`config.mk`:
```
export PLATFORM = sky130hd
export DESIGN_NAME = adc_host_port
export DESIGN_NICKNAME = d
export VERILOG_FILES = /design/src/logic/adc_port_pkg.sv /design/src/logic/word_fifo.sv /design/src/logic/adc_host_port.sv
export SDC_FILE = /design/constraint.sdc
export NUM_CORES = 1
export LEC_CHECK = 0
export BUFFER_PORTS_ARGS = -buffer_cell sky130_fd_sc_hd__buf_2
export CAP_MARGIN = 20
export CORE_MARGIN = 5
export CORE_UTILIZATION = 45
export CTS_CLUSTER_DIAMETER = 100
export DETAILED_ROUTE_END_ITERATION = 10
export PLACE_DENSITY = 0.63
export SYNTH_ARGS = -nofsm -noshare
export SYNTH_HDL_FRONTEND = slang
export SYNTH_SLANG_ARGS = --single-unit
```
`constraint.sdc`:
```
create_clock -name clk_sys -period 13.8 [get_ports clk_sys]
set_input_delay 0.69 -clock clk_sys [delete_from_list [all_inputs] [get_ports clk_sys]]
set_output_delay 0.69 -clock clk_sys [all_outputs]
set_load 0.05 [all_outputs]
```
`src/logic/adc_port_pkg.sv`:
```
package adc_port_pkg;
  localparam int NUM_CH = 8;
  localparam int RES_W = 16;
  localparam int ADDR_W = 7;
  localparam int REG_W = 8;
  localparam int SER_BITS = 16;
  localparam int CMD_BIT = 15;
  localparam int FIFO_DEPTH = 4;
  localparam logic [6:0] ADDR_EXIT = 7'h00;
  localparam logic [6:0] ADDR_PORT_CFG = 7'h02;
  localparam logic [6:0] ADDR_CRC_CTL = 7'h21;
  localparam int CFG_STATUS_BIT = 6;
  localparam int CFG_LINES_HI = 4;
  localparam int CFG_LINES_LO = 3;
  localparam int CRC_EN_BIT = 2;
  localparam logic [7:0] PORT_CFG_RST = 8'h00;
  localparam logic [7:0] CRC_CTL_RST = 8'h00;
  localparam logic [15:0] CRC_POLY = 16'h1021;
  localparam logic [15:0] CRC_INIT = 16'hffff;

  typedef enum logic [1:0] {
    LINES_ONE = 2'b00,
    LINES_TWO = 2'b01,
    LINES_FOUR = 2'b10,
    LINES_ONE_ALT = 2'b11
  } lines_e;

  typedef enum logic [1:0] {
    PROD_DATA = 2'b00,
    PROD_STATUS = 2'b01,
    PROD_CRC = 2'b10,
    PROD_DONE = 2'b11
  } prod_state_e;

  typedef struct packed {
    logic reset_seen;
    logic digital_fault;
    logic input_open;
    logic over_voltage_flag;
    logic under_voltage_flag;
    logic [2:0] channel_index;
  } status_hdr_s;

  typedef struct packed {
    logic first;
    logic [15:0] data;
  } par_word_s;

  typedef struct packed {
    logic cs_n;
    logic rd_n;
    logic wr_n;
    logic sclk;
    logic port_type_select;
    logic software_mode;
    logic [15:0] db;
  } pins_s;
endpackage

```
`src/logic/word_fifo.sv`:
```
`timescale 1ns/1ps
module word_fifo #(
  parameter int WIDTH = 17,
  parameter int DEPTH = 4
) (
  input wire logic clk_sys,
  input wire logic rst,
  input wire logic flush,
  input wire logic in_valid,
  output logic in_ready,
  input wire logic [WIDTH-1:0] in_data,
  output logic out_valid,
  input wire logic out_ready,
  output logic [WIDTH-1:0] out_data
);
  localparam int AW = $clog2(DEPTH);
  logic [WIDTH-1:0] mem_q [DEPTH];
  logic [AW-1:0] wptr_q;
  logic [AW-1:0] rptr_q;
  logic [AW:0] count_q;
  logic push;
  logic pop;

  assign in_ready = (count_q != (AW+1)'(DEPTH));
  assign out_valid = (count_q != '0);
  assign out_data = mem_q[rptr_q];
  assign push = in_valid && in_ready;
  assign pop = out_valid && out_ready;

  always_ff @(posedge clk_sys) begin
    if (push) begin
      mem_q[wptr_q] <= in_data;
    end
  end

  always_ff @(posedge clk_sys or posedge rst) begin
    if (rst) begin
      wptr_q <= '0;
      rptr_q <= '0;
      count_q <= '0;
    end else if (flush) begin
      wptr_q <= '0;
      rptr_q <= '0;
      count_q <= '0;
    end else begin
      if (push) begin
        wptr_q <= (wptr_q == AW'(DEPTH - 1)) ? '0 : wptr_q + 1'b1;
      end
      if (pop) begin
        rptr_q <= (rptr_q == AW'(DEPTH - 1)) ? '0 : rptr_q + 1'b1;
      end
      count_q <= count_q + (AW+1)'(push) - (AW+1)'(pop);
    end
  end
endmodule

```
`src/logic/adc_host_port.sv`:
```
`timescale 1ns/1ps
// What this block does
// result snapshot updates only on the busy falling edge
// host finishes a read during busy before busy falls
// software mode with crc enable appends a 16-bit crc after eight channels on the parallel bus only
// parallel crc covers every word on the bus, data, status and zeros
// status enable gives each channel a data frame then a status frame on the parallel bus only
// status frame: header on upper byte, lower byte zero
// header bits: reset, fault, open, over, under, channel index
// channel index is channel number minus one
// bus driven only while chip select and the read strobe are low
// read command in software mode: bit 15 high, address bits 14..8, enters register mode
// read address latched on write rise; next read returns 0, address, data
// write frame: bit 15 low, address, data; latched on write rise
// write to address 0 leaves register mode; no results in register mode
// host reads a register before writing a sequence
// config bits 4..3 pick one, two, four or one serial lines
// hardware mode uses two lines only
// chip select fall, or busy fall in 3-wire, presents the msb
// later bits shift on serial clock rise, 16 per channel
// chip select pulsed mid channel restarts that channel at msb
// one line needs 128 clocks, framed in 16s in software mode
// four lines move all eight results in 32 clocks
// serial marker: tri-state on cs high, set at start, cleared after 16th fall
// constant serial input issues no commands; results keep flowing
// parallel marker high on read delivering channel one, low on next read
// registers 8 bits on 7-bit address; unused addresses read zero
module adc_host_port (
  input wire logic clk_sys,
  input wire logic rst,
  input wire logic cs_n,
  input wire logic rd_n,
  input wire logic wr_n,
  input wire logic sclk,
  input wire logic port_type_select,
  input wire logic software_mode,
  input wire logic [15:0] parallel_data_bus_in,
  output logic [15:0] parallel_data_bus_out,
  output logic parallel_data_bus_oe,
  output logic serial_out_a,
  output logic serial_out_b,
  output logic serial_out_c,
  output logic serial_out_d,
  output logic [3:0] serial_out_oe,
  output logic first_channel_marker,
  output logic first_channel_marker_oe,
  input wire logic busy,
  input wire logic [7:0][15:0] conv_result,
  input wire logic reset_seen,
  input wire logic digital_fault,
  input wire logic [7:0] input_open,
  input wire logic [7:0] over_voltage_flag,
  input wire logic [7:0] under_voltage_flag,
  output logic register_mode
);
  function automatic logic [15:0] crc16_word(input logic [15:0] crc, input logic [15:0] word);
    logic [15:0] c;
    c = crc;
    for (int i = 15; i >= 0; i--) begin
      c = (c[15] ^ word[i]) ? ((c << 1) ^ adc_port_pkg::CRC_POLY) : (c << 1);
    end
    return c;
  endfunction
  function automatic logic [2:0] line_channel(input logic [1:0] lines, input int line,
                                              input logic [3:0] slot);
    logic [3:0] ch;
    ch = slot;
    if (lines == 2'(adc_port_pkg::LINES_TWO)) begin
      ch = 4'(line * 4) + slot;
    end else if (lines == 2'(adc_port_pkg::LINES_FOUR)) begin
      ch = 4'(line * 2) + slot;
    end
    return ch[2:0];
  endfunction
  // pin synchronisers
  adc_port_pkg::pins_s pins_raw;
  adc_port_pkg::pins_s sync1_q;
  adc_port_pkg::pins_s sync2_q;
  adc_port_pkg::pins_s prev_q;
  assign pins_raw = '{cs_n: cs_n, rd_n: rd_n, wr_n: wr_n, sclk: sclk,
                      port_type_select: port_type_select, software_mode: software_mode,
                      db: parallel_data_bus_in};
  always_ff @(posedge clk_sys or posedge rst) begin
    if (rst) begin
      sync1_q <= '{cs_n: 1'b1, rd_n: 1'b1, wr_n: 1'b1, default: '0};
      sync2_q <= '{cs_n: 1'b1, rd_n: 1'b1, wr_n: 1'b1, default: '0};
      prev_q <= '{cs_n: 1'b1, rd_n: 1'b1, wr_n: 1'b1, default: '0};
    end else begin
      sync1_q <= pins_raw;
      sync2_q <= sync1_q;
      prev_q <= sync2_q;
    end
  end

  logic busy_q;
  logic busy_fall;
  logic cs_fall;
  logic cs_rise;
  logic rd_fall;
  logic wr_rise;
  logic sclk_rise;
  logic sclk_fall;
  logic sw_mode;
  logic par_mode;
  assign busy_fall = busy_q && !busy;
  assign cs_fall = prev_q.cs_n && !sync2_q.cs_n;
  assign cs_rise = !prev_q.cs_n && sync2_q.cs_n;
  assign rd_fall = prev_q.rd_n && !sync2_q.rd_n && !sync2_q.cs_n;
  assign wr_rise = !prev_q.wr_n && sync2_q.wr_n && !sync2_q.cs_n;
  assign sclk_rise = !prev_q.sclk && sync2_q.sclk;
  assign sclk_fall = prev_q.sclk && !sync2_q.sclk;
  assign sw_mode = sync2_q.software_mode;
  assign par_mode = !sync2_q.port_type_select;
  always_ff @(posedge clk_sys or posedge rst) begin
    if (rst) begin
      busy_q <= 1'b0;
    end else begin
      busy_q <= busy;
    end
  end

  // result and diagnostics snapshot
  logic [7:0][15:0] result_q;
  logic [7:0] open_q;
  logic [7:0] ov_q;
  logic [7:0] uv_q;
  logic reset_seen_q;
  logic fault_q;
  always_ff @(posedge clk_sys or posedge rst) begin
    if (rst) begin
      result_q <= '0;
      open_q <= '0;
      ov_q <= '0;
      uv_q <= '0;
      reset_seen_q <= 1'b0;
      fault_q <= 1'b0;
    end else if (busy_fall) begin
      result_q <= conv_result;
      open_q <= input_open;
      ov_q <= over_voltage_flag;
      uv_q <= under_voltage_flag;
      reset_seen_q <= reset_seen;
      fault_q <= digital_fault;
    end
  end

  // register file and command decode
  logic [7:0] port_cfg_q;
  logic [7:0] crc_ctl_q;
  logic [6:0] rd_addr_q;
  logic reg_mode_q;
  logic [7:0] reg_rdata;
  logic status_en;
  logic crc_en;
  logic [1:0] lines;
  assign status_en = sw_mode && port_cfg_q[adc_port_pkg::CFG_STATUS_BIT];
  assign crc_en = sw_mode && crc_ctl_q[adc_port_pkg::CRC_EN_BIT];
  assign register_mode = reg_mode_q;
  always_comb begin
    case (rd_addr_q)
      adc_port_pkg::ADDR_PORT_CFG: reg_rdata = port_cfg_q;
      adc_port_pkg::ADDR_CRC_CTL: reg_rdata = crc_ctl_q;
      default: reg_rdata = 8'h00;
    endcase
  end

  always_ff @(posedge clk_sys or posedge rst) begin
    if (rst) begin
      port_cfg_q <= adc_port_pkg::PORT_CFG_RST;
      crc_ctl_q <= adc_port_pkg::CRC_CTL_RST;
      rd_addr_q <= '0;
      reg_mode_q <= 1'b0;
    end else if (!sw_mode) begin
      reg_mode_q <= 1'b0;
    end else if (wr_rise && par_mode) begin
      if (sync2_q.db[adc_port_pkg::CMD_BIT]) begin
        rd_addr_q <= sync2_q.db[14:8];
        reg_mode_q <= 1'b1;
      end else if (sync2_q.db[14:8] == adc_port_pkg::ADDR_EXIT) begin
        reg_mode_q <= 1'b0;
      end else if (sync2_q.db[14:8] == adc_port_pkg::ADDR_PORT_CFG) begin
        port_cfg_q <= sync2_q.db[7:0];
      end else if (sync2_q.db[14:8] == adc_port_pkg::ADDR_CRC_CTL) begin
        crc_ctl_q <= sync2_q.db[7:0];
      end
    end
  end

  // parallel word producer
  adc_port_pkg::prod_state_e state_q;
  logic [2:0] ch_q;
  logic [15:0] crc_q;
  adc_port_pkg::par_word_s prod_word;
  adc_port_pkg::status_hdr_s hdr;
  logic prod_valid;
  logic prod_ready;
  logic push;
  logic last_ch;
  assign hdr = '{reset_seen: reset_seen_q, digital_fault: fault_q, input_open: open_q[ch_q],
                 over_voltage_flag: ov_q[ch_q], under_voltage_flag: uv_q[ch_q],
                 channel_index: ch_q};
  assign prod_valid = (state_q != adc_port_pkg::PROD_DONE);
  assign push = prod_valid && prod_ready;
  assign last_ch = (ch_q == 3'(adc_port_pkg::NUM_CH - 1));
  always_comb begin
    case (state_q)
      adc_port_pkg::PROD_DATA: prod_word = '{first: (ch_q == 3'h0), data: result_q[ch_q]};
      adc_port_pkg::PROD_STATUS: prod_word = '{first: 1'b0, data: {hdr, 8'h00}};
      adc_port_pkg::PROD_CRC: prod_word = '{first: 1'b0, data: crc_q};
      default: prod_word = '0;
    endcase
  end

  always_ff @(posedge clk_sys or posedge rst) begin
    if (rst) begin
      state_q <= adc_port_pkg::PROD_DONE;
      ch_q <= '0;
      crc_q <= adc_port_pkg::CRC_INIT;
    end else if (busy_fall) begin
      state_q <= adc_port_pkg::PROD_DATA;
      ch_q <= '0;
      crc_q <= adc_port_pkg::CRC_INIT;
    end else if (push) begin
      crc_q <= crc16_word(crc_q, prod_word.data);
      case (state_q)
        adc_port_pkg::PROD_DATA: begin
          if (status_en) begin
            state_q <= adc_port_pkg::PROD_STATUS;
          end else if (last_ch) begin
            state_q <= crc_en ? adc_port_pkg::PROD_CRC : adc_port_pkg::PROD_DONE;
          end else begin
            ch_q <= ch_q + 3'h1;
          end
        end
        adc_port_pkg::PROD_STATUS: begin
          if (last_ch) begin
            state_q <= crc_en ? adc_port_pkg::PROD_CRC : adc_port_pkg::PROD_DONE;
          end else begin
            state_q <= adc_port_pkg::PROD_DATA;
            ch_q <= ch_q + 3'h1;
          end
        end
        default: state_q <= adc_port_pkg::PROD_DONE;
      endcase
    end
  end

  adc_port_pkg::par_word_s fifo_word;
  logic fifo_valid;
  logic pop;
  assign pop = rd_fall && par_mode && !reg_mode_q && fifo_valid;
  word_fifo #(
    .WIDTH($bits(adc_port_pkg::par_word_s)),
    .DEPTH(adc_port_pkg::FIFO_DEPTH)
  ) u_fifo (
    .clk_sys(clk_sys),
    .rst(rst),
    .flush(busy_fall),
    .in_valid(prod_valid),
    .in_ready(prod_ready),
    .in_data(prod_word),
    .out_valid(fifo_valid),
    .out_ready(pop),
    .out_data(fifo_word)
  );

  // parallel output
  logic [15:0] db_out_q;
  logic par_marker_q;
  assign parallel_data_bus_out = db_out_q;
  assign parallel_data_bus_oe = par_mode && !sync2_q.cs_n && !sync2_q.rd_n;
  always_ff @(posedge clk_sys or posedge rst) begin
    if (rst) begin
      db_out_q <= '0;
      par_marker_q <= 1'b0;
    end else if (rd_fall && par_mode) begin
      if (reg_mode_q) begin
        db_out_q <= {1'b0, rd_addr_q, reg_rdata};
        par_marker_q <= 1'b0;
      end else if (fifo_valid) begin
        db_out_q <= fifo_word.data;
        par_marker_q <= fifo_word.first;
      end else begin
        par_marker_q <= 1'b0;
      end
    end
  end

  // serial readout; serial input is never decoded here
  logic [3:0] bit_q;
  logic [3:0] slot_q;
  logic ser_marker_q;
  logic [3:0] sout_q;
  logic [3:0] per_line;
  logic [3:0] line_en;
  always_comb begin
    lines = port_cfg_q[adc_port_pkg::CFG_LINES_HI:adc_port_pkg::CFG_LINES_LO];
    if (!sw_mode) begin
      lines = 2'(adc_port_pkg::LINES_TWO);
    end
    case (lines)
      2'(adc_port_pkg::LINES_TWO): begin
        per_line = 4'h4;
        line_en = 4'h3;
      end
      2'(adc_port_pkg::LINES_FOUR): begin
        per_line = 4'h2;
        line_en = 4'hf;
      end
      default: begin
        per_line = 4'h8;
        line_en = 4'h1;
      end
    endcase
  end

  always_ff @(posedge clk_sys or posedge rst) begin
    if (rst) begin
      bit_q <= '0;
      slot_q <= '0;
    end else if (busy_fall) begin
      bit_q <= '0;
      slot_q <= '0;
    end else if (cs_rise && bit_q != 4'h0) begin
      bit_q <= '0;
    end else if (sclk_rise && !sync2_q.cs_n) begin
      bit_q <= bit_q + 4'h1;
      if (bit_q == 4'(adc_port_pkg::SER_BITS - 1)) begin
        slot_q <= slot_q + 4'h1;
      end
    end
  end

  always_ff @(posedge clk_sys or posedge rst) begin
    if (rst) begin
      sout_q <= '0;
    end else begin
      for (int l = 0; l < 4; l++) begin
        if (line_en[l] && slot_q < per_line && !reg_mode_q) begin
          sout_q[l] <= result_q[line_channel(lines, l, slot_q)][4'hf - bit_q];
        end else begin
          sout_q[l] <= 1'b0;
        end
      end
    end
  end

  always_ff @(posedge clk_sys or posedge rst) begin
    if (rst) begin
      ser_marker_q <= 1'b0;
    end else if (busy_fall) begin
      ser_marker_q <= !sync2_q.cs_n;
    end else if (cs_fall) begin
      ser_marker_q <= !busy && slot_q == 4'h0 && bit_q == 4'h0;
    end else if (sclk_fall && slot_q != 4'h0) begin
      ser_marker_q <= 1'b0;
    end
  end

  assign serial_out_a = sout_q[0];
  assign serial_out_b = sout_q[1];
  assign serial_out_c = sout_q[2];
  assign serial_out_d = sout_q[3];
  assign serial_out_oe = (!par_mode && !sync2_q.cs_n) ? line_en : 4'h0;
  assign first_channel_marker = par_mode ? par_marker_q : ser_marker_q;
  assign first_channel_marker_oe = !sync2_q.cs_n;
endmodule

```
---- Word-level counts from Yosys, hierarchy flattened ----
Memories as Yosys holds them, arrays and structs flattened.
Index checks and enable logic that the tools add are counted.
word-level totals
  register bits ........................... 285
  memory bits (writable) .................. 68
  bits of input ports ..................... 179
  output and inout port bits .............. 28
  word-level logic and storage cells ...... 291
  memories ................................ 1
memories
  memory        depth  width  read ports  clocked after memory_dff  write ports  RTL line         RTL
  u_fifo.mem_q  4      17     1           0                         1            word_fifo.sv:17  logic [WIDTH-1:0] mem_q [DEPTH];
operators by class
  add/sub/neg operators ................... 13
  $lt $le $gt $ge ......................... 7
  equality and inequality tests ........... 19
  multiplexer cells ....................... 102
  bitwise operators ....................... 35
  reductions and logical operators ........ 66
operators by type and width
  cell                                                                   count
  16-bit binary-select mux with 3-bit select                             5
  13-bit two-way mux                                                     16
  16-bit two-way mux                                                     9
  17-bit case mux with 3 select lines                                    1
  3-bit inverter                                                         16
  3-bit two-way mux                                                      15
  1-bit logical AND                                                      33
  4-bit two-way mux                                                      8
  1-bit two-way mux                                                      24
  2-bit two-way mux                                                      12
  3-bit by 4-bit < comparator with 1-bit output (second input constant)  5
  1-bit binary-select mux with 4-bit select                              4
  4-bit case mux with 2 select lines                                     2
  8-bit case mux with 2 select lines                                     1
  1-bit XOR                                                              16
  7-bit by 2-bit == test with 1-bit output (second input constant)       2
  7-bit by 6-bit == test with 1-bit output (second input constant)       2
  3-bit nonzero test                                                     4
  2-bit nonzero test                                                     5
  3-bit adder (first input constant)                                     3
  1-bit binary-select mux with 3-bit select                              3
  1-bit logical NOT                                                      9
  3-bit AND reduction                                                    3
  4-bit by 1-bit adder with 4-bit output (second input constant)         2
  other kinds (29)                                                       42

---- Longest topological paths before layout ----
  word-level depth ........................ 37
  gate-level depth with buffers ........... 15
  depth with buffers taken out ............ 11

---- Cells and area by module ----
Synthesis repeated with hierarchy kept, for this count alone.
second synthesis, totals
  cell total of the unflattened synthesis .. 1,580
  area total of the unflattened synthesis .. 18,370.1 sq um
by module, submodules not included
  module         instances  cells an instance  area an instance (sq um)  seq. area each (sq um)
  adc_host_port  1          1,443              15,434.8                  6,990.5
  word_fifo      1          137                2,935.3                   2,217.1

---- Least setup slack after synthesis ----
No wires, ideal clock.
  path type ............................... reg-to-reg
  start ................................... register sync2_q[21] (netlist bit)
  end ..................................... register u_fifo.count_q[2]
  setup time .............................. 132 ps
  data arrival time ....................... 3,554 ps
  required time ........................... 13,668 ps
  slack ................................... 10,114 ps
  stages on the path, launching flop included .. 12
  path buffers ............................ 1
  period minus slack after synthesis ...... 3,686 ps
  path through ............................ dfstp_2 > clkbuf_1 > nor3_1 > nand2_1 > nor3_1 > ha_1 > inv_1 > ha_1 > fa_1 > xnor2_1 > xnor2_1 > nor2_1
on the way
  word-level cells in the longest chain between the ends .. 8
ends and longest elaborated chain
  what                                         RTL line              RTL
  from (decl)                                  adc_host_port.sv:78   adc_port_pkg::pins_s sync2_q;
  from (signal assigned)                       adc_host_port.sv:90   sync2_q <= sync1_q;
  1-bit logical NOT                            adc_host_port.sv:108  assign rd_fall = prev_q.rd_n && !sync2_q.rd_n && !sync2_q.cs_n;
  1-bit logical AND                            adc_host_port.sv:108
  1-bit logical AND (3 in a row)               adc_host_port.sv:251  assign pop = rd_fall && par_mode && !reg_mode_q && fifo_valid;
  1-bit logical AND                            word_fifo.sv:28       assign pop = out_valid && out_ready;
  3-bit by 1-bit subtractor with 3-bit output  word_fifo.sv:52       count_q <= count_q + (AW+1)'(push) - (AW+1)'(pop);
  3-bit two-way mux                            word_fifo.sv:41       end else if (flush) begin
  to (signal assigned)                         word_fifo.sv:52
  to (decl)                                    word_fifo.sv:20       logic [AW:0] count_q;
No other way between the ends.
A chain may end at the register's enable or synchronous reset.

---- Worst setup path in the final report ----
  start ................................... register ch_q[1]
  end ..................................... register crc_q[12]
on the way
  word-level cells in the longest chain between the ends .. 21
  elaborated cells between the ends (all ways) .. 36
  those cells by class .................... mux (25); bitwise (11)
ends and longest elaborated chain
  what                                                                                                            RTL line                                    RTL
  from (decl)                                                                                                     adc_host_port.sv:191                        logic [2:0] ch_q;
  from (signal assigned)                                                                                          adc_host_port.sv:232                        ch_q <= ch_q + 3'h1;
  from (signal assigned)                                                                                          adc_host_port.sv:240                        ch_q <= ch_q + 3'h1;
  1-bit binary-select mux with 3-bit select / 16-bit binary-select mux with 3-bit select (equally long branches)  adc_host_port.sv:200, adc_host_port.sv:207
  1-bit two-way mux (implied by the code) / 16-bit two-way mux (equally long branches)                            adc_host_port.sv:200, adc_host_port.sv:207
  17-bit case mux with 3 select lines *                                                                           adc_host_port.sv:206                        case (state_q)
  1-bit XOR                                                                                                       adc_host_port.sv:60                         c = (c[15] ^ word[i]) ? ((c << 1) ^ adc_port_pkg::CRC_POLY) : (c << 1);
  13-bit two-way mux (5 in a row)                                                                                 adc_host_port.sv:60
  3-bit inverter (no line)                                                                                        -
  13-bit two-way mux (7 in a row)                                                                                 adc_host_port.sv:60
  3-bit inverter (no line)                                                                                        -
  13-bit two-way mux *                                                                                            adc_host_port.sv:60
  16-bit two-way mux *                                                                                            adc_host_port.sv:223                        end else if (push) begin
  16-bit two-way mux *                                                                                            adc_host_port.sv:219                        end else if (busy_fall) begin
  to (signal assigned)                                                                                            adc_host_port.sv:218                        crc_q <= adc_port_pkg::CRC_INIT;
  to (signal assigned)                                                                                            adc_host_port.sv:222                        crc_q <= adc_port_pkg::CRC_INIT;
  to (signal assigned)                                                                                            adc_host_port.sv:224                        crc_q <= crc16_word(crc_q, prod_word.data);
  to (decl)                                                                                                       adc_host_port.sv:192                        logic [15:0] crc_q;
Every way passes the cells marked *; elsewhere a longest branch is shown, timed or not. The select of a mux whose other input is x is not followed.

==> results.py <==
metrics = {
    "outcome": {
        "outcome": "complete, no violations",
    },
    "synth": {
        "syn_area_sq_um": 18090,
        "mappedNetlistNets": 1721,
        "yosys_warnings": 0,
        "synthDistinctLibCells": 65,
        "syn_area_per_cell_sq_um": 11.90,
        "synth_ff_type": "dfrtp_1",
        "yosysSeqAreaShare": 0.5089,
        "syn_inst": 1521,
        "yosysTopAreaCell": "dfrtp_1",
        "post-synth-top-area-fraction": 0.3568,
        "synth-edff-count": 68,
        "synth.area.top_cells": "dfrtp_1 36%, mux4_2 18%, edfxtp_1 11%, nand2_1 11%, dfstp_2 3.9%",
        "ys_ff_latch": 353,
        "synthArstFlopShare": 0.8074,
    },
    "die": {
        "io_pins": 207,
        "initial_utilization": 0.4554,
        "die_area_sq_um": 44320,
        "die_w_um": 210.5,
        "coreArea_sq_um": 39730,
        "row_count": 73,
        "die_h_um": 210.5,
    },
    "sta": {
        "setup-violations-final": 0,
        "final_hold_viol_count": 0,
        "slew_headroom": 0.2887,
        "tightest_slew_ns": 1.059,
        "fin_crit_sh": 0.2936,
        "fmax_mhz": 246.8,
        "finalWorstSetupSlack_ns": 9.749,
        "fin_tns_setup_ns": 0,
        "maxSlewViolCount": 0,
        "fin_skew_ns": 0.01190,
        "rsz0062_at_grt": "false",
        "fin_crit_ns": 4.051,
    },
    "critical_path": {
        "reg2reg_from": "ch_q[1]",
        "critPathSlowestCell": "buf_4",
        "arrival_ns": 4.52,
        "cp_slowest_stage_delay_ns": 0.63,
        "startpoint_type": "flip-flop",
        "cp.required_ns": 14.27,
        "r2r_end": "crc_q[12]",
        "endpoint_kind": "flip-flop",
        "reg2reg_slack_ns": 9.75,
        "cp_cell_sequence": "buf_4 -> mux4_2 -> nand2b_1 -> a32oi_1 -> mux2i_1 -> xnor3_1 -> xor2_2 -> xor2_1 -> xnor2_1 -> or3_1 -> nand3_1",
        "r2r_cells": 11,
        "criticalPathCategory": "reg -> reg",
        "cp_max_fo": 44,
    },
    "final_layout": {
        "final_common_cell": "nand2_1",
        "fill_cells": 3472,
        "nNetsFinal": 1889,
        "area_growth_pct": 14.40,
        "num_antenna_cells": 0,
        "mostFrequentLayoutCells": "520 x nand2_1, 255 x dfrtp_1, 206 x buf_2",
        "drive_above_1_share": 0.2949,
    },
    "global_routing": {
        "grt_max_degree": 124,
        "grt-ovfl-total": 0,
        "first_global_vias": 12880,
        "antenna_found_initial": 0,
        "grt_usage": 0.2199,
        "grt_first_pass_wirelength_um": 76000,
    },
    "clock_tree": {
        "cts_root_buf": "clkbuf_16",
        "insertion_delay_ns": 0.55,
        "clock_sinks": 353,
        "cts_resized": 0,
        "hold_buffers": 0,
        "post_cts_buffers": 0,
        "cts_buffer_depth": 3,
        "cts_buffers": 37,
        "path_clk_slew_ns": 0.06,
        "cts_tree": "done",
        "htreeDepth": 2,
    },
    "place": {
        "dp_slack_ns": 9.780,
        "dpl.hpwl_um": 35110,
        "place_congestion": 0.9445,
        "port_buffers": 206,
    },
    "worst_hold_path": {
        "hold_class": "in -> reg",
        "worstHoldPathCells": 1,
        "hold_end": "sync1_q[21]",
        "worstHoldStart": "cs_n",
    },
    "pwr": {
        "p_per_area_nw_per_um2": 231.0,
        "ir_drop_mv": 0.1896,
        "p_leak_uw": 0.009432,
    },
    "run": {
        "max_cap_violations": 0,
    },
    "drt": {
        "vias": 12630,
        "avgRoutedWirePerCell_um": 21.63,
        "firstDrtPassIters": 5,
        "drc": 0,
        "routed_wl_um": 48480,
        "drtIter0Drc": 1012,
        "via_per_inst": 5.636,
        "ant_nets": 0,
    },
}
-- how the worst max path moves through the flow --
stage | start | to | slack, ns | cells past startpoint
finish | ch_q[1] | crc_q[12] | 9.75 | 11
CTS | ch_q[1] | crc_q[12] | 9.73 | 11
global placement | ch_q[1] | crc_q[12] | 9.84 | 11
floorplan | rst | bit_q[0] | 5.29 | 1
detailed placement | ch_q[1] | crc_q[12] | 9.78 | 11
global route | ch_q[1] | crc_q[12] | 9.49 | 11
-- registers in the layout, indices dropped and copies added, names as in the netlist, 7 cells and up --
register               count
result_q                 128
u_fifo.mem_q              68
sync1_q                   22
sync2_q                   21
crc_q                     16
parallel_data_bus_out     16
crc_ctl_q                  8
open_q                     8
ov_q                       8
port_cfg_q                 8
uv_q                       8
rd_addr_q                  7
-- layout make-up --
| class | count | area (sq um) | area share |
|---|---|---|---|
| flip-flops and latches | 353 | 9214 | 0.4451 |
| well taps | 525 | 656.9 | 0.03173 |
| repair buffers | 224 | 1206 | 0.05827 |
| clock inverters | 9 | 52.55 | 0.002539 |
| multi-input cells | 1049 | 8393 | 0.4054 |
| clock buffers | 57 | 1081 | 0.05222 |
| inverters | 24 | 97.59 | 0.004714 |
-- report_power, final --
part	switching [uW]	internal (uW)	total, uW
Clock	404	540	944
Combinational	1230	998	2230
Sequential	183	1420	1610
-- critical path: cells and delay by family, from the launching register on --
family	cells	cell delay [ns]
buffers and inverters	1	0.63
flip-flops	1	0.51
multiplexers	2	0.99
XOR/XNOR	4	0.96
AND/OR/NAND/NOR	3	0.55
AO/OA/AOI/OAI	1	0.29
-- per-stage QoR --
stage / power, uW / cells / hold WS (ns) / util / instance area (sq um)
floorplan: 3334 / 1521 / 0.3312 / - / 18090
global placement: 3794 / 2171 / 0.3342 / 0.4907 / 19500
detailed placement: 3852 / 2172 / 0.3365 / 0.4909 / 19510
CTS: 4805 / 2238 / 0.2157 / 0.5194 / 20640
global route: 5087 / 2241 / 0.2212 / 0.5210 / 20700
finish: 4782 / 2241 / 0.2411 / 0.5210 / 20700
-- metal layers --
layer | wire length, um | GRT usage | up-vias
li1 | - | - | 5697
met4 | 2419 | 0.1031 | 0
met5 | 0 | 0 | -
met3 | 2937 | 0.04033 | 115
met1 | 19880 | 0.2986 | 6339
met2 | 23240 | 0.3469 | 479
-- synthesized netlist by cell type (all sizes together), types with 2 or more instances --
library cell / instances
nand2: 520
nand4: 2
dfstp: 27
a221oi: 11
nor4b: 3
o21ai: 27
o31ai: 8
edfxtp: 68
xnor2: 30
or3: 5
nand3: 15
a22oi: 6
a21oi: 19
a31oi: 3
a22o: 4
ha: 20
mux2: 31
clkbuf: 66
buf: 29
o22ai: 2
and2: 8
nor3: 11
o211ai: 6
xor2: 17
mux2i: 50
nor2b: 10
dfrtp: 258
nand2b: 8
nor2: 51
xnor3: 3
o32ai: 2
a21o: 7
inv: 23
a21boi: 2
mux4: 149
nor3b: 4
-- cells by family after synthesis --
logic type,Yosys count,share of synthesized area
and+or+nand+nor,645,0.1434
adders and majority gates,21,0.01494
buffers and inverters,119,0.02856
AOI/OAI and AO/OA,103,0.04135
muxes,230,0.2330
xor gates and xnor gates,50,0.02987
DFF,353,0.5089
(Power assumes the default switching activity.)
